$ cat config.mk
export PLATFORM = sky130hd
export DESIGN_NAME = fcd_host_ctrl
export DESIGN_NICKNAME = d
export VERILOG_FILES = /design/src/design/fcd_bus_cycle.v /design/src/design/fcd_host_ctrl.v
export VERILOG_INCLUDE_DIRS = /design/src /design/src/design
export SDC_FILE = /design/constraint.sdc
export NUM_CORES = 1
export LEC_CHECK = 0
export BUFFER_PORTS_ARGS = -buffer_cell sky130_fd_sc_hd__buf_2
export CELL_PAD_IN_SITES_DETAIL_PLACEMENT = 0
export CELL_PAD_IN_SITES_GLOBAL_PLACEMENT = 1
export CORE_MARGIN = 10
export CORE_UTILIZATION = 30
export CTS_CLUSTER_DIAMETER = 30
export CTS_CLUSTER_SIZE = 24
export DETAILED_ROUTE_END_ITERATION = 10
export GPL_TIMING_DRIVEN = 0
export HOLD_SLACK_MARGIN = 0.1
export MAX_ROUTING_LAYER = met4
export PLACE_DENSITY = 0.59
export SETUP_SLACK_MARGIN = 0.4
export SLEW_MARGIN = 10
export SYNTH_ARGS = -nofsm -noshare
export SYNTH_HDL_FRONTEND = slang
export SYNTH_SLANG_ARGS = --single-unit
$ cat constraint.sdc
create_clock -name core_clk -period 2.6 [get_ports core_clk]
set_input_delay 0.13 -clock core_clk [delete_from_list [all_inputs] [get_ports core_clk]]
set_output_delay 0.13 -clock core_clk [all_outputs]
set_load 0.005 [all_outputs]
$ cat src/design/fcd_defs.vh
// Constants for the flash command host controller
`ifndef FCD_DEFS_VH
`define FCD_DEFS_VH
`define FCD_ADDR_W 23
`define FCD_DATA_W 16
`define FCD_SECTOR_LSB 16
`define FCD_UNLOCK1_ADDR 23'h000555
`define FCD_UNLOCK2_ADDR 23'h0002aa
`define FCD_UNLOCK1_DATA 16'h00aa
`define FCD_UNLOCK2_DATA 16'h0055
`define FCD_CMD_RESET 16'h00f0
`define FCD_CMD_AUTOSEL 16'h0090
`define FCD_CMD_PROGRAM 16'h00a0
`define FCD_CMD_WRBUF 16'h0025
`define FCD_CMD_BUFPROG 16'h0029
`define FCD_CMD_ERASE 16'h0080
`define FCD_CMD_CHIPER 16'h0010
`define FCD_CMD_SECTER 16'h0030
`define FCD_CMD_SUSPEND 16'h00b0
`define FCD_CMD_RESUME 16'h0030
`define FCD_CMD_SECENTRY 16'h0088
`define FCD_CMD_EXITDATA 16'h0000
`define FCD_CMD_CFI 16'h0098
`define FCD_CFI_ADDR 23'h000055
// Operation codes on the user port
`define FCD_OP_READ 4'h0
`define FCD_OP_RESET 4'h1
`define FCD_OP_AUTOSEL 4'h2
`define FCD_OP_PROGRAM 4'h3
`define FCD_OP_BUFFER 4'h4
`define FCD_OP_CHIPER 4'h5
`define FCD_OP_SECTER 4'h6
`define FCD_OP_SUSPEND 4'h7
`define FCD_OP_RESUME 4'h8
`define FCD_OP_SECENTRY 4'h9
`define FCD_OP_SECEXIT 4'ha
`define FCD_OP_ABORTRST 4'hb
`define FCD_OP_CFI 4'hc
// Strobe timing in cycles of 8 ns
`define FCD_SETUP_CYC 4'h2
`define FCD_PULSE_CYC 4'h6
`define FCD_HOLD_CYC 4'h2
`define FCD_READ_CYC 4'ha
`endif

$ cat src/design/fcd_bus_cycle.v
// One asynchronous flash bus cycle: a write or a read, strobes timed by counters
`include "fcd_defs.vh"
module fcd_bus_cycle (
  input wire core_clk,
  input wire resetn,
  input wire cycStart,
  input wire cycWrite,
  input wire [`FCD_ADDR_W-1:0] cycAddr,
  input wire [`FCD_DATA_W-1:0] cycData,
  output wire cycDone,
  output reg [`FCD_DATA_W-1:0] cycRdData_q,
  output reg [`FCD_ADDR_W-1:0] flAddr_q,
  output reg [`FCD_DATA_W-1:0] flDqOut_q,
  output reg flDqOe_q,
  input wire [`FCD_DATA_W-1:0] flDqIn,
  output reg flCeN_q,
  output reg flWeN_q,
  output reg flOeN_q
);
  localparam S_IDLE = 4'b0001;
  localparam S_SETUP = 4'b0010;
  localparam S_PULSE = 4'b0100;
  localparam S_HOLD = 4'b1000;
  reg [3:0] state_q;
  reg [3:0] cnt_q;
  reg isWrite_q;
  reg doneP_q;
  reg [`FCD_DATA_W-1:0] dqS1_q;
  reg [`FCD_DATA_W-1:0] dqS2_q;
  assign cycDone = doneP_q;
  always @(posedge core_clk or negedge resetn) begin
    if (!resetn) begin
      state_q <= S_IDLE;
      cnt_q <= 4'h0;
      isWrite_q <= 1'b0;
      doneP_q <= 1'b0;
      cycRdData_q <= {`FCD_DATA_W{1'b0}};
      flAddr_q <= {`FCD_ADDR_W{1'b0}};
      flDqOut_q <= {`FCD_DATA_W{1'b0}};
      flDqOe_q <= 1'b0;
      flCeN_q <= 1'b1;
      flWeN_q <= 1'b1;
      flOeN_q <= 1'b1;
      dqS1_q <= {`FCD_DATA_W{1'b0}};
      dqS2_q <= {`FCD_DATA_W{1'b0}};
    end else begin
      dqS1_q <= flDqIn;
      dqS2_q <= dqS1_q;
      doneP_q <= 1'b0;
      case (state_q)
        S_IDLE: begin
          if (cycStart) begin
            // Address settles before either strobe falls
            flAddr_q <= cycAddr;
            flDqOut_q <= cycData;
            flDqOe_q <= cycWrite;
            isWrite_q <= cycWrite;
            flCeN_q <= 1'b0;
            cnt_q <= `FCD_SETUP_CYC;
            state_q <= S_SETUP;
          end
        end
        S_SETUP: begin
          if (cnt_q == 4'h1) begin
            // WE falls after CE, so the device latches address here
            flWeN_q <= ~isWrite_q;
            flOeN_q <= isWrite_q;
            cnt_q <= isWrite_q ? `FCD_PULSE_CYC : `FCD_READ_CYC;
            state_q <= S_PULSE;
          end else begin
            cnt_q <= cnt_q - 4'h1;
          end
        end
        S_PULSE: begin
          if (cnt_q == 4'h1) begin
            // WE rises first while data still held, data latched here
            flWeN_q <= 1'b1;
            flOeN_q <= 1'b1;
            // Two extra cycles of access time cover the synchroniser
            if (!isWrite_q) cycRdData_q <= dqS2_q;
            cnt_q <= `FCD_HOLD_CYC;
            state_q <= S_HOLD;
          end else begin
            cnt_q <= cnt_q - 4'h1;
          end
        end
        S_HOLD: begin
          if (cnt_q == 4'h1) begin
            flCeN_q <= 1'b1;
            flDqOe_q <= 1'b0;
            doneP_q <= 1'b1;
            state_q <= S_IDLE;
          end else begin
            cnt_q <= cnt_q - 4'h1;
          end
        end
        default: state_q <= S_IDLE;
      endcase
    end
  end
endmodule

$ cat src/design/fcd_host_ctrl.v
// Host controller that issues flash command sequences over the parallel bus
`include "fcd_defs.vh"
module fcd_host_ctrl (
  input wire core_clk,
  input wire resetn,
  input wire opValid,
  output wire opReady,
  input wire [3:0] opCode,
  input wire [`FCD_ADDR_W-1:0] opAddr,
  input wire [`FCD_DATA_W-1:0] opData,
  input wire [5:0] opCount,
  output reg opDone_q,
  output reg [`FCD_DATA_W-1:0] rdData_q,
  input wire loadValid,
  output wire loadReady,
  input wire [`FCD_DATA_W-1:0] loadData,
  output wire [`FCD_ADDR_W-1:0] flAddr,
  output wire [`FCD_DATA_W-1:0] flDqOut,
  output wire flDqOe,
  input wire [`FCD_DATA_W-1:0] flDqIn,
  output wire flCeN,
  output wire flWeN,
  output wire flOeN
);
  localparam S_IDLE = 4'b0001;
  localparam S_ISSUE = 4'b0010;
  localparam S_WAIT = 4'b0100;
  localparam S_STALL = 4'b1000;
  localparam [`FCD_ADDR_W-1:0] ZADDR = {`FCD_ADDR_W{1'b0}};
  reg [3:0] state_q;
  reg [`FCD_DATA_W-1:0] loadWord_q;
  reg [3:0] op_q;
  reg [`FCD_ADDR_W-1:0] addr_q;
  reg [`FCD_DATA_W-1:0] data_q;
  reg [5:0] count_q;
  reg [5:0] loadIdx_q;
  reg [2:0] step_q;
  reg stepWrite;
  reg [`FCD_ADDR_W-1:0] stepAddr;
  reg [`FCD_DATA_W-1:0] stepData;
  reg lastStep;
  reg needLoad;
  wire cycDone;
  wire [`FCD_DATA_W-1:0] cycRdData;
  wire [`FCD_ADDR_W-1:0] sectorBase;
  wire [`FCD_ADDR_W-1:0] pageAddr;
  wire stepEnd;
  // Only the sector field survives, low bits forced to zero
  assign sectorBase = {addr_q[`FCD_ADDR_W-1:`FCD_SECTOR_LSB],
                       {`FCD_SECTOR_LSB{1'b0}}};
  // Loads advance within the page that the first address opened
  assign pageAddr = {addr_q[`FCD_ADDR_W-1:5], addr_q[4:0] + loadIdx_q[4:0]};
  assign opReady = (state_q == S_IDLE);
  // Issuing waits on the user load stream; the device has no stall of its own
  // Done is a one-cycle pulse, so a stalled step ends in its own state
  assign stepEnd = ((state_q == S_WAIT) && cycDone) || (state_q == S_STALL);
  assign loadReady = stepEnd && needLoad;
  always @* begin
    stepWrite = 1'b1;
    stepAddr = `FCD_UNLOCK1_ADDR;
    stepData = `FCD_UNLOCK1_DATA;
    lastStep = 1'b0;
    needLoad = 1'b0;
    if (step_q == 3'h1) begin
      stepAddr = `FCD_UNLOCK2_ADDR;
      stepData = `FCD_UNLOCK2_DATA;
    end
    case (op_q)
      `FCD_OP_READ: begin
        stepWrite = 1'b0;
        stepAddr = addr_q;
        lastStep = 1'b1;
      end
      `FCD_OP_RESET: begin
        stepAddr = ZADDR;
        stepData = `FCD_CMD_RESET;
        lastStep = 1'b1;
      end
      `FCD_OP_SUSPEND: begin
        stepAddr = ZADDR;
        stepData = `FCD_CMD_SUSPEND;
        lastStep = 1'b1;
      end
      `FCD_OP_RESUME: begin
        stepAddr = ZADDR;
        stepData = `FCD_CMD_RESUME;
        lastStep = 1'b1;
      end
      `FCD_OP_CFI: begin
        stepAddr = `FCD_CFI_ADDR;
        stepData = `FCD_CMD_CFI;
        lastStep = 1'b1;
      end
      `FCD_OP_SECENTRY: begin
        if (step_q == 3'h2) begin
          stepData = `FCD_CMD_SECENTRY;
          lastStep = 1'b1;
        end
      end
      `FCD_OP_ABORTRST: begin
        if (step_q == 3'h2) begin
          stepData = `FCD_CMD_RESET;
          lastStep = 1'b1;
        end
      end
      `FCD_OP_SECEXIT: begin
        if (step_q == 3'h2) stepData = `FCD_CMD_AUTOSEL;
        if (step_q == 3'h3) begin
          stepAddr = ZADDR;
          stepData = `FCD_CMD_EXITDATA;
          lastStep = 1'b1;
        end
      end
      `FCD_OP_AUTOSEL: begin
        if (step_q == 3'h2) stepData = `FCD_CMD_AUTOSEL;
        if (step_q == 3'h3) begin
          // Read at sector base plus the low offset given by the user
          stepWrite = 1'b0;
          stepAddr = sectorBase | {{(`FCD_ADDR_W-8){1'b0}}, addr_q[7:0]};
          lastStep = 1'b1;
        end
      end
      `FCD_OP_PROGRAM: begin
        if (step_q == 3'h2) stepData = `FCD_CMD_PROGRAM;
        if (step_q == 3'h3) begin
          stepAddr = addr_q;
          stepData = data_q;
          lastStep = 1'b1;
        end
      end
      `FCD_OP_CHIPER, `FCD_OP_SECTER: begin
        if (step_q == 3'h2) stepData = `FCD_CMD_ERASE;
        if (step_q == 3'h4) begin
          stepAddr = `FCD_UNLOCK2_ADDR;
          stepData = `FCD_UNLOCK2_DATA;
        end
        if (step_q == 3'h5) begin
          lastStep = 1'b1;
          if (op_q == `FCD_OP_CHIPER) begin
            stepData = `FCD_CMD_CHIPER;
          end else begin
            stepAddr = sectorBase;
            stepData = `FCD_CMD_SECTER;
          end
        end
      end
      `FCD_OP_BUFFER: begin
        if (step_q == 3'h2) begin
          stepAddr = sectorBase;
          stepData = `FCD_CMD_WRBUF;
        end
        if (step_q == 3'h3) begin
          stepAddr = sectorBase;
          stepData = {{(`FCD_DATA_W-6){1'b0}}, count_q};
          needLoad = 1'b1;
        end
        if (step_q == 3'h4) begin
          stepAddr = pageAddr;
          stepData = loadWord_q;
          needLoad = (loadIdx_q != count_q);
        end
        if (step_q == 3'h5) begin
          stepAddr = sectorBase;
          stepData = `FCD_CMD_BUFPROG;
          lastStep = 1'b1;
        end
      end
      default: lastStep = 1'b1;
    endcase
  end
  fcd_bus_cycle u_cycle (
    .core_clk(core_clk),
    .resetn(resetn),
    .cycStart(state_q == S_ISSUE),
    .cycWrite(stepWrite),
    .cycAddr(stepAddr),
    .cycData(stepData),
    .cycDone(cycDone),
    .cycRdData_q(cycRdData),
    .flAddr_q(flAddr),
    .flDqOut_q(flDqOut),
    .flDqOe_q(flDqOe),
    .flDqIn(flDqIn),
    .flCeN_q(flCeN),
    .flWeN_q(flWeN),
    .flOeN_q(flOeN)
  );
  always @(posedge core_clk or negedge resetn) begin
    if (!resetn) begin
      state_q <= S_IDLE;
      op_q <= `FCD_OP_READ;
      addr_q <= ZADDR;
      data_q <= {`FCD_DATA_W{1'b0}};
      count_q <= 6'h00;
      loadIdx_q <= 6'h00;
      step_q <= 3'h0;
      opDone_q <= 1'b0;
      rdData_q <= {`FCD_DATA_W{1'b0}};
      loadWord_q <= {`FCD_DATA_W{1'b0}};
    end else begin
      opDone_q <= 1'b0;
      case (state_q)
        S_IDLE: begin
          if (opValid) begin
            op_q <= opCode;
            addr_q <= opAddr;
            data_q <= opData;
            // Buffer holds 32 words, count cut to its low five bits to match
            count_q <= {1'b0, opCount[4:0]};
            loadIdx_q <= 6'h00;
            step_q <= 3'h0;
            state_q <= S_ISSUE;
          end
        end
        S_ISSUE: state_q <= S_WAIT;
        S_WAIT, S_STALL: begin
          if (stepEnd) begin
            if (lastStep) begin
              if (!stepWrite) rdData_q <= cycRdData;
              opDone_q <= 1'b1;
              state_q <= S_IDLE;
            end else if (needLoad && !loadValid) begin
              // Bus idles with CE high until the loader catches up
              state_q <= S_STALL;
            end else begin
              // Word held here, the loader may move on at once
              if (needLoad) loadWord_q <= loadData;
              if (op_q == `FCD_OP_BUFFER && step_q == 3'h4) begin
                loadIdx_q <= loadIdx_q + 6'h01;
                if (!needLoad) step_q <= 3'h5;
              end else begin
                step_q <= step_q + 3'h1;
              end
              state_q <= S_ISSUE;
            end
          end
        end
        default: state_q <= S_IDLE;
      endcase
    end
  end
endmodule

### After elaboration in Yosys (flattened, before gate mapping)

Cells that the tools add are included.

| cells by class | value |
|---|---|
| eq/ne operators | 38 |
| muxes and demuxes | 79 |
| divide/modulo/power cells | 0 |
| bitwise logic cells | 5 |
| order comparisons | 0 |
| $add $sub $neg | 4 |
| shifts and indexed selects | 0 |
| multiply operators | 0 |
| reductions and logical operators | 29 |

Operator list:

| operator | number |
|---|---|
| 16-bit 2-to-1 mux | 13 |
| 23-bit 2-to-1 mux | 8 |
| 23-bit one-hot mux with 8 select lines | 1 |
| 16-bit one-hot mux with 11 select lines | 1 |
| 4-bit 2-to-1 mux | 12 |
| 6-bit 2-to-1 mux | 6 |
| 11-bit 2-to-1 mux | 3 |
| 4-bit one-hot mux with 4 select lines | 2 |
| 4-bit == test, second input constant | 7 |
| 4-bit by 3-bit == test with 1-bit output, second input constant | 6 |
| 23-bit by 8-bit bitwise OR with 23-bit output | 1 |
| 3-bit 2-to-1 mux | 6 |
| 1-bit 2-to-1 mux | 17 |
| 4-bit by 1-bit == test with 1-bit output, second input constant | 4 |
| 4-bit by 2-bit == test with 1-bit output, second input constant | 4 |
| 2-bit inequality test, second input constant | 6 |
| 4-bit one-hot mux with 3 select lines | 1 |
| 6-bit one-hot mux with 2 select lines | 1 |
| 3-bit AND reduction | 4 |
| 6-bit AND reduction | 2 |
| 1-bit one-hot mux with 2 select lines | 5 |
| 3-bit OR reduction | 3 |
| 8-bit 2-to-1 mux | 1 |
| 2-bit by 1-bit inequality test with 1-bit output, second input constant | 4 |
| other kinds (22) | 37 |

| word-level totals | value |
|---|---|
| memories | 0 |
| flip-flop bits (word level) | 195 |
| bits in latches | 0 |
| input bits | 85 |
| ROM bits | 0 |
| memory bits (writable) | 0 |

### Depth between registers and ports, before layout

Gate-level depths: netlist (run 1).

| depth | value |
|---|---|
| depth in word-level cells | 10 |
| depth in mapped cells | 12 |

### Hierarchy

Synthesis (run 1) repeated with hierarchy kept, for this count alone.

| unflattened totals | value |
|---|---|
| cell total of the unflattened synthesis | 779 |
| area, all modules | 9325.2 sq um |

By module, submodules not included:

| module | area each (sq um) | cells an instance | times used |
|---|---|---|---|
| fcd_host_ctrl | 5627.9 | 548 | 1 |
| fcd_bus_cycle | 3697.3 | 231 | 1 |

### Worst setup path before layout (run 1)

OpenSTA, ideal clock, no wires.

| timing | value |
|---|---|
| kind | register to register |
| start point | register step_q[2] |
| end point | register loadWord_q[10] |
| library setup time | 0.125 ns |
| arrival time | 2.423 ns |
| stages on the path, launching flop included | 12 |
| slack | 0.052 ns |
| clock period less this slack | 2.548 ns |
| data required time | 2.475 ns |
| cell sequence | dfrtp_1 buf_2 inv_1 ha_1 buf_2 nand2b_4 mux2_4 o21ai_4 nand3_1 nor2_4 buf_4 mux2_2 |

| between the ends | value |
|---|---|
| longest elaborated chain between the ends | 7 |
| elaborated cells on any way between the ends | 14 |
| classes of those cells | eq/ne (4); mux (6); bitwise (2); reduce/logical (2) |

RTL lines:

| item | line | source |
|---|---|---|
| from (decl) | fcd_host_ctrl.v:37 | `reg [2:0] step_q;` |
| from (signal assigned) | fcd_host_ctrl.v:232 | `step_q <= step_q + 3'h1;` |
| 3-bit by 2-bit == test with 1-bit output | n/a |  |
| 1-bit 2-to-1 mux | n/a |  |
| 1-bit 2-to-1 mux | fcd_host_ctrl.v:157 | `if (step_q == 3'h4) begin` |
| 1-bit 2-to-1 mux | fcd_host_ctrl.v:68 | `case (op_q)` |
| 1-bit logical AND | fcd_host_ctrl.v:222 | `end else if (needLoad && !loadValid) begin` |
| 1-bit NOT (no source line) | n/a |  |
| 5-bit AND reduction (no source line) (*) | n/a |  |
| to (signal assigned) | fcd_host_ctrl.v:199 | `` loadWord_q <= {`FCD_DATA_W{1'b0}}; `` |
| to (signal assigned) | fcd_host_ctrl.v:227 | `if (needLoad) loadWord_q <= loadData;` |
| to (decl) | fcd_host_ctrl.v:31 | `` reg [`FCD_DATA_W-1:0] loadWord_q; `` |

Every way passes the cells marked *; elsewhere a longest branch is shown, timed or not.
A chain may end at the register's enable or synchronous reset.

### Final worst setup path (run 1)

| timing | value |
|---|---|
| start point | register step_q[0] |
| end point | register loadWord_q[15] |

Same word-level chain as after synthesis.

==> results of run 1 <==
## cells in the mapped netlist (13+ instances only)
library cell / instances / area, um2
a22o_1: 18 / 157.7
nand2_1: 47 / 176.4
o21ai_0: 56 / 280.3
dfrtp_1: 190 / 4755
clkbuf_1: 24 / 90.09
nand3_1: 16 / 80.08
nor2b_1: 14 / 87.58
nor2_1: 63 / 236.5
mux2_2: 86 / 968.4
a21oi_1: 42 / 210.2
buf_2: 13 / 65.06
nor3_1: 23 / 115.1
## critical path, cell delays in order, from the launching register on
cell and delay, ps:
dfrtp_2 460, ha_4 180, ha_4 150, buf_8 110
nand2b_4 130, mux2_4 270, o21ai_4 220, nand3_2 120
nor2_4 130, buf_12 140, buf_4 120, mux2_2 320
## path summary, 6_finish.rpt
check	from	endpoint	slack (ps)	depth (start not counted)
worst max-delay path	step_q[0]	loadWord_q[15]	130	11
worst min-delay path	opValid	step_q[2]	100	3
worst max register to register	step_q[0]	loadWord_q[15]	130	11
max in group asynchronous	resetn	u_cycle.flDqOut_q[15]	1330	3
min in group asynchronous	resetn	u_cycle.dqS1_q[13]	290	2
worst min register to register	u_cycle.dqS1_q[15]	u_cycle.dqS2_q[15]	340	0
## what timing repair did
action | in CTS | in global routing
cloned | 2 | 1
hold buffers | 82 | 0
pin swaps | 23 | 32
gates resized for setup | 98 | 115
endpoints found under the hold margin | 173 | 0
setup endpoints to repair | 116 | 102
buffers inserted | 26 | 25
## kinds of logic (layout without fill, tap and decap cells)
family,after synthesis,in the layout,share of synthesized area (%)
mux,97,97,12.51
compound gates,215,215,16.11
buf+inv,56,370,2.706
fa+ha+maj,14,14,1.988
xor+xnor,11,11,1.063
simple gates,211,211,11.72
flops,195,195,53.91
## registers in the layout, indices dropped and copies added, names as in the netlist, 4 cells and up
register / flops
addr_q: 23
state_q: 4
u_cycle.cnt_q: 4
u_cycle.state_q: 4
rdData_q: 16
u_cycle.cycRdData_q: 16
u_cycle.flAddr_q: 23
u_cycle.dqS1_q: 16
u_cycle.flDqOut_q: 16
data_q: 16
count_q: 5
loadWord_q: 16
loadIdx_q: 6
op_q: 4
u_cycle.dqS2_q: 16
## final cells by class
type | instances | area share (%)
Sequential cell | 195 | 37.52
Multi-Input combinational cell | 548 | 34.26
Timing Repair Buffer | 282 | 16.36
Tap cell | 390 | 3.746
Clock buffer | 17 | 3.266
Buffer | 44 | 2.978
Clock inverter | 15 | 1.374
Inverter | 12 | 0.4995
## cells in the final DEF (no fill, tap or decap), drive strengths merged, types with 4 or more instances in the layout
cell type and count:
a211o 4, a211oi 7, a21o 7, a21oi 42
a221o 7, a221oi 11, a22o 18, a22oi 10
a31oi 10, and2 6, and3 8, buf 223
clkbuf 38, clkinv 8, dfrtp 190, dfstp 5
dlygate4sd3 82, ha 12, inv 16, mux2 97
nand2 48, nand2b 9, nand3 16, nor2 68
nor2b 14, nor3 25, nor4 4, o211a 4
o211ai 4, o21ai 57, o22ai 6, o31ai 4
xnor2 5, xor2 6
## metrics by stage
step	power (mW)	worst slack [ps]
after floorplan	6.571	214.5
after global placement	7.933	-2025
after detailed placement	7.942	-345.1
after CTS	11.04	98.42
after global routing	12.00	33.94
final	11.27	128.6
## power breakdown
group	total, mW	switching [mW]	internal (mW)
Clock	2.69	1.38	1.31
Sequential	4.30	0.555	3.74
Combinational	4.28	2.34	1.94
## per-layer routing
metal / GRT usage [%] / part of all wire (%)
met1: 20.15 / 46
met2: 23.72 / 48
met3: 2.663 / 4.1
met4: 3.975 / 1.5
met5: - / 0
==> flow_metrics.tcl, run 1 <==
set metrics [dict create \
    drcViolationCount 0 \
    critPathCaptureType "flop" \
    routedWlPerCell_um 19.08 \
    antenna_cells 0 \
    nets 1198 \
    tns_ps 0 \
    routed_wirelength_mm 28.67 \
    synthCells 799 \
    fp.dieH_um 193.8 \
    post_dp_cell_area_um2 10400 \
    synth_area_um2 9064 \
    yosys_warnings 0 \
    fmax_mhz 404.6 \
    clk_latency_ps 450 \
    first_pass_iters 5 \
    cp.arrival_ps 2810 \
    clkTransAtPathRegs_ps 80 \
    rows 63 \
    synthArstFlopShare_pct 100.0 \
    p_per_area_nw_per_um2 865.3 \
    synth-seq-cells 195 \
    vdd_drop_max_mv 0.5219 \
    setup_viol 0 \
    hp-class "in2reg" \
    grt_pass1_wl_mm 44.77 \
    initial_core_util_pct 30.50 \
    dp_hpwl_mm 19.98 \
    hold-worst-slack_ps 102.9 \
    pin_count 147 \
    track_usage_pct 15.25 \
    drt_iter0_drc 422 \
    grt_setup_unrepaired "yes" \
    via_per_inst 4.971 \
    die_w_um 193.8 \
    fillCellCount 2775 \
    vias 7471 \
    syn_area_per_cell_um2 11.34 \
    cts_buffers 17 \
    relSlewSlack_pct 41.70 \
    fin_util_pct 43.83 \
    syn_to_final_growth_pct 43.72 \
    period_share_pct 95.05 \
    path_class "reg2reg" \
    detail-route-antenna-nets 0 \
    htree_levels 4 \
    placedCellCount 1335 \
    finalHoldViolations 0 \
    cts_root_buffer "clkbuf_16" \
    final_cells 1503 \
    die-area_um2 37560 \
    grt_overflow_total 0 \
    grt_max_degree 100 \
    critPathMaxFanout 5 \
    synth-main-ff-cell "dfrtp_1" \
    drive_gt1_share_pct 42.50 \
    antenna_found_initial 0 \
    critPathRequiredTime_ps 2930 \
    drv_slew 0 \
    synth_edf_count 0 \
    max_cap_viol_count 0 \
    grt_pass1_vias 7766 \
    cts_sinks 195 \
    p_leak_nw 6.025 \
    final_area_um2 13030 \
    period_needed_ps 2471 \
    cts_tree "done" \
    area.sequential_um2 4887 \
    coreArea_um2 29720 \
    numPortBuffers 145 \
    synth-seq-area-share_pct 53.91 \
    outcome "complete, no violations" \
    multiInputGateArea_um2 4463 \
    clock_path_buffers 2 \
    fin_skew_ps 14.22 \
    synthesis.nets 897 \
    place_congestion 0.8925 \
    synth_cell_types 71 \
    worst_setup_path_start_kind "flop" \
    worst_slew_pin_slew_ps 874.5 \
]
No activity file was read; power rests on OpenSTA's default activity.
==> inputs of run 2 (changes only) <==
- ABC_AREA: not set -> 1
- PLACE_DENSITY: 0.59 -> 0.62
==> run 2 against run 1 <==
Combinational power shrank 6.8%. Non-clock buffer count shrank 59. Core utilization shrank 3.6 points. Clock power shrank 3%. Design area shrank 9.0%. Clock skew grew 3.9 ps. Area after synthesis shrank 1.6%. Sequential power shrank 3%. Total power shrank 4.3%. Critical path type is now reg2out. Highest routed layer unchanged.
==> flow_metrics.tcl, run 2 <==
set metrics [dict create \
    outcome "complete, no violations" \
    numPortBuffers 145 \
    layout_commonest_cell "nand2_1" \
    largestRegisters "addr_q (23), u_cycle.flAddr_q (23)" \
    synthesis.nets 1111 \
    fillCellCount 3031 \
    clkTransAtPathRegs_ps 80 \
    worst_slew_pin_slew_ps 732.0 \
    routed_wirelength_mm 27.61 \
    synth_edf_count 0 \
    drcViolationCount 0 \
    synth_most_common_cell "nand2_1" \
    drive_gt1_share_pct 23.97 \
    coreArea_um2 29480 \
    synth-seq-area-share_pct 54.80 \
    critPathCaptureType "output pin" \
    path_class "reg2out" \
    area.sequential_um2 4888 \
    detail-route-antenna-nets 0 \
    synthArstFlopShare_pct 100.0 \
    grtUsageMet2_pct 23.72 \
    pin_count 147 \
    grt_setup_unrepaired "yes" \
    antenna_found_initial 1 \
    period_needed_ps 2167 \
    ff2ff_setup_slack_ps 490 \
    vias 7637 \
    cp.arrival_ps 2040 \
    first_pass_iters 5 \
    grt_max_degree 99 \
    p_leak_nw 5.830 \
    htree_levels 4 \
    yosys_warnings 0 \
    synth_cell_types 44 \
    post_dp_cell_area_um2 10170 \
    cts_tree "done" \
    grt_overflow_total 0 \
    syn_to_final_growth_pct 32.96 \
    synth_top_cell_by_area "dfrtp_1" \
    multiInputGateArea_um2 3641 \
    use_met1_pct 21.70 \
    grt_pass1_wl_mm 44.02 \
    max_cap_viol_count 0 \
    synthCells 1013 \
    fmax_mhz 461.4 \
    grt.met3_usage_pct 2.873 \
    place_congestion 0.9018 \
    final_area_um2 11860 \
    initial_core_util_pct 30.24 \
    routedWlPerCell_um 16.47 \
    die-area_um2 37020 \
    cts_sinks 195 \
    hp-class "in2async" \
    setup_viol 0 \
    clk_latency_ps 450 \
    synthTopCellsByArea "dfrtp_1 53%, nand2_1 12%, o21ai_0 6.7%, inv_1 4.1%, nor2_1 3.2%" \
    period_share_pct 83.36 \
    grt_pass1_vias 7819 \
    cts_root_buffer "clkbuf_16" \
    yosys-top-cells-count "284 x nand2_1, 190 x dfrtp_1, 120 x o21ai_0, 98 x inv_1, 75 x nor2_1" \
    clock_path_buffers 2 \
    drv_slew 0 \
    top_usage_layer "met2" \
    relSlewSlack_pct 51.20 \
    cts_buffers 17 \
    syn_area_per_cell_um2 8.802 \
    reg2regPathDepth 12 \
    finalHoldViolations 0 \
    critPathMaxFanout 6 \
    placedCellCount 1549 \
    critPathRequiredTime_ps 2470 \
    fp.dieH_um 192.4 \
    p_per_area_nw_per_um2 909.5 \
    track_usage_pct 15.78 \
    synth-main-ff-cell "dfrtp_1" \
    synth_area_um2 8916 \
    dp_hpwl_mm 20.52 \
    die_w_um 192.4 \
    vdd_drop_max_mv 0.5386 \
    fin_skew_ps 18.11 \
    synth_top_area_share_pct 53.33 \
    rows 63 \
    nets 1370 \
    via_per_inst 4.557 \
    final_cell_mix "277 x nand2_1, 188 x dfrtp_1, 150 x buf_2, 116 x o21ai_0, 93 x inv_1" \
    fin_util_pct 40.21 \
    final_cells 1676 \
    synth-seq-cells 195 \
    drt_iter0_drc 465 \
    worst_setup_path_start_kind "flop" \
]
## run 2: layer usage
layer  up-vias  share of wire (%)  routed length, um
li1       3838                  -                  -
met1      3640                 49              13530
met2       138                 46              12700
met3        21                3.9               1077
met4         0                1.1                303
met5         -                  0                  0
## run 2: worst paths after layout
kind | from | endpoint
worst max-delay path | step_q[0] | loadReady
worst min-delay path | resetn | rdData_q[10]
worst max register to register | step_q[0] | u_cycle.flAddr_q[6]
worst min register to register | u_cycle.dqS1_q[4] | u_cycle.dqS2_q[4]
max in group asynchronous | resetn | step_q[2]
min in group core_clk | flDqIn[9] | u_cycle.dqS1_q[9]
## run 2: final cells by class
class                   instances  share of cell area, %
clock inverters                13                  1.150
repair buffers                240                  14.20
flip-flops and latches        195                  41.23
diodes                          1                0.02111
plain buffers                  27                  1.256
well taps                     390                  4.116
inverters                     108                  3.578
clock buffers                  19                  3.736
multi-input cells             683                  30.71
## run 2: per-stage QoR
stage | worst slack, ps | TNS [ps] | hold WS [ps] | total power, mW
finish | 432.5 | 0 | 311.9 | 10.78
global route | 347.7 | 0 | 316.7 | 11.61
CTS | 276.8 | 0 | 300.6 | 10.80
detailed placement | 73.19 | 0 | 231.5 | 8.008
global placement | -2051 | -389620 | 238.3 | 7.973
floorplan | 773.4 | 0 | -165.6 | 6.588
## run 2: what timing repair did
action                                 4_1_cts  5_1_grt
gates resized for setup                     19       59
hold buffers                                83        0
endpoints found under the hold margin      173        0
setup endpoints to repair                   94       90
pin swaps                                    2       12
buffers inserted                             5        6
## run 2: kinds of logic (layout without fill, tap and decap cells)
| family | count (synthesis) | count (layout) | share of synthesized area [%] |
|---|---|---|---|
| adder cells (fa/ha/maj) | 13 | 13 | 1.908 |
| buffers and inverters | 135 | 407 | 5.964 |
| AND/OR/NAND/NOR | 459 | 459 | 22.51 |
| multiplexers | 24 | 24 | 3.031 |
| XOR/XNOR | 5 | 5 | 0.4912 |
| AO/OA/AOI/OAI | 182 | 182 | 11.30 |
| other | 0 | 1 | 0 |
| flip-flops | 195 | 195 | 54.80 |
## run 2: critical path: stages, from the launching register on
cell	delay, ps
dfrtp_1	430
ha_2	240
ha_4	150
clkinvlp_4	100
nor2_4	120
inv_4	50
nand2_4	60
nand2_2	60
nor2_4	140
buf_6	140
buf_6	100
## run 2: power by group
group | leakage (nW) | switching, mW | internal [mW]
clock | 0.278 | 1.30 | 1.30
combinational | 3.05 | 2.53 | 1.46
sequential | 2.50 | 0.458 | 3.73
==> inputs of run 3 (changes only) <==
- PLACE_DENSITY: 0.62 -> 0.6
- clock period: 2.6 -> 2.26 ns (I/O delays scaled with it)
==> run 3 against run 2 <==
Cell count grew 2.0%. Worst hold slack lost 170 ps. First-iteration DRC count shrank 6.5%. Sequential share of layout area shrank 2.4 points. Total power grew 24%. Global-route usage shrank 0.063 points. Count of clock-buffer cells in the layout shrank 2. Critical endpoint is now u_cycle.flAddr_q[6]. Highest routed layer unchanged.
==> flow_metrics.tcl, run 3 (synthesized netlist as in run 2, its figures left out) <==
set metrics [dict create \
    outcome "complete, no violations" \
    cp.arrival_ps 2440 \
    htree_levels 4 \
    hp-class "in2reg" \
    hold-worst-slack_ps 141.8 \
    coreArea_um2 29480 \
    worst_setup_path_start_kind "flop" \
    track_usage_pct 15.71 \
    drv_slew 0 \
    relSlewSlack_pct 49.00 \
    via_per_inst 4.554 \
    pin_count 147 \
    postLayoutSetupSlackWorst_ps 207.3 \
    die_w_um 192.4 \
    tns_ps 0 \
    drcViolationCount 0 \
    fillCellCount 3002 \
    worst_path_most_repeated_cell "nor2_4" \
    drt_iter0_drc 435 \
    crit_chain "ha_4 -> ha_4 -> clkinvlp_4 -> buf_8 -> nand2_8 -> nor2_4 -> nor2_4 -> nor2_4 -> inv_2 -> o211ai_1 -> nand2_1 -> nand2_1" \
    period_share_pct 90.83 \
    routed_wirelength_mm 27.87 \
    initial_core_util_pct 30.24 \
    cts_sinks 195 \
    dp_hpwl_mm 20.37 \
    slowest_stage "dfrtp_2" \
    clock_path_buffers 2 \
    first_pass_iters 5 \
    path_class "reg2reg" \
    p_per_area_nw_per_um2 1059 \
    drive_gt1_share_pct 31.03 \
    grt_max_degree 99 \
    grt_overflow_total 0 \
    antenna_found_initial 1 \
    worst_slew_pin_slew_ps 765.0 \
    hold_depth 5 \
    fin_skew_ps 14.72 \
    numPortBuffers 145 \
    die-area_um2 37020 \
    critPathCaptureType "flop" \
    critPathRequiredTime_ps 2650 \
    cts_buffers 17 \
    p_leak_nw 6.150 \
    fmax_mhz 487.2 \
    dp_slack_ps -209.0 \
    cts_root_buffer "clkbuf_16" \
    nets 1403 \
    clkTransAtPathRegs_ps 80 \
    period_needed_ps 2053 \
    fp.dieH_um 192.4 \
    vias 7782 \
    finalHoldViolations 0 \
    critPathMaxFanout 7 \
    detail-route-antenna-nets 0 \
    setup_viol 0 \
    syn_to_final_growth_pct 41.44 \
    vdd_drop_max_mv 0.6302 \
    grt_setup_unrepaired "yes" \
    reg2regPathDepth 12 \
    routedWlPerCell_um 16.31 \
    max_cap_viol_count 0 \
    grt_pass1_wl_mm 44.28 \
    grt_pass1_vias 7987 \
    clk_latency_ps 450 \
    rows 63 \
    critical-path-max-stage-delay_ps 460 \
    final_cell_mix "265 x nand2_1, 180 x dfrtp_1, 145 x buf_2, 99 x o21ai_0, 88 x inv_1" \
    largestRegisters "addr_q (23), u_cycle.flAddr_q (23)" \
    cts_tree "done" \
    layout_commonest_cell "nand2_1" \
    place_congestion 0.8749 \
]
==> run 3: cell count changes in the layout (fill, tap and decap cells not counted), moves of 8 or more <==
cell | before | now
buf_4 | 14 | 39
buf_6 | 3 | 14
clkbuf_1 | 8 | 0
dfrtp_1 | 188 | 180
dfrtp_2 | 2 | 10
nand2_1 | 277 | 265
nor2_1 | 64 | 52
o21ai_0 | 116 | 99
o21ai_2 | 2 | 12
==> run 3: through the flow <==
stage	power (mW)	cell area (um2)	std cells	utilization, %
CTS	13.05	12140	1690	41.17
global placement	9.175	10130	1548	34.36
global route	14.31	12610	1709	42.78
finish	13.35	12610	1709	42.78
detailed placement	9.176	10170	1549	34.49
floorplan	7.579	8916	1013	-
==> run 3: path summary, 6_finish.rpt <==
| kind | startpoint | to | slack, ps |
|---|---|---|---|
| max in group asynchronous | resetn | op_q[1] | 980 |
| min in group asynchronous | resetn | u_cycle.dqS2_q[7] | 300 |
| worst min-delay path | loadValid | loadWord_q[0] | 140 |
| worst max register to register | step_q[1] | u_cycle.flAddr_q[6] | 210 |
| worst min register to register | u_cycle.dqS1_q[1] | u_cycle.dqS2_q[1] | 350 |
| worst max-delay path | step_q[1] | u_cycle.flAddr_q[6] | 210 |
==> run 3: final cells by class <==
class	instances	area, um2	share of cell area [%]
diodes	1	2.502	0.01984
clock buffers	17	425.4	3.373
repair buffers	273	2016	15.98
plain buffers	27	225.2	1.786
multi-input cells	683	3931	31.17
flip-flops and latches	195	4898	38.84
inverters	108	424.2	3.363
well taps	390	488.0	3.869
clock inverters	15	200.2	1.587
==> run 3: critical path: cells and delay by family, from the launching register on <==
family / cells / cell delay (ps)
flip-flops: 1 / 460
buffers and inverters: 3 / 310
AO/OA/AOI/OAI: 1 / 200
AND/OR/NAND/NOR: 6 / 660
adder cells (fa/ha/maj): 2 / 350
==> run 3: repair_timing <==
item,CTS,global route
resized for setup,102,112
buffers inserted,26,18
hold endpoints to repair,173,0
pin swaps,13,29
endpoints found under the setup margin,148,121
gates cloned,1,0
hold buffers,82,0
==> run 3: power breakdown <==
part           switching [mW]  internal, mW
combinational            3.16          2.14
clock                    1.58          1.62
sequential              0.551          4.30
==> run 3: per-layer routing <==
layer	global-route usage (%)	up-vias	part of all wire [%]
li1	-	3901	-
met1	21.40	3741	49
met2	23.96	121	46
met3	2.494	19	3.5
met4	3.995	0	1.1
met5	-	-	0
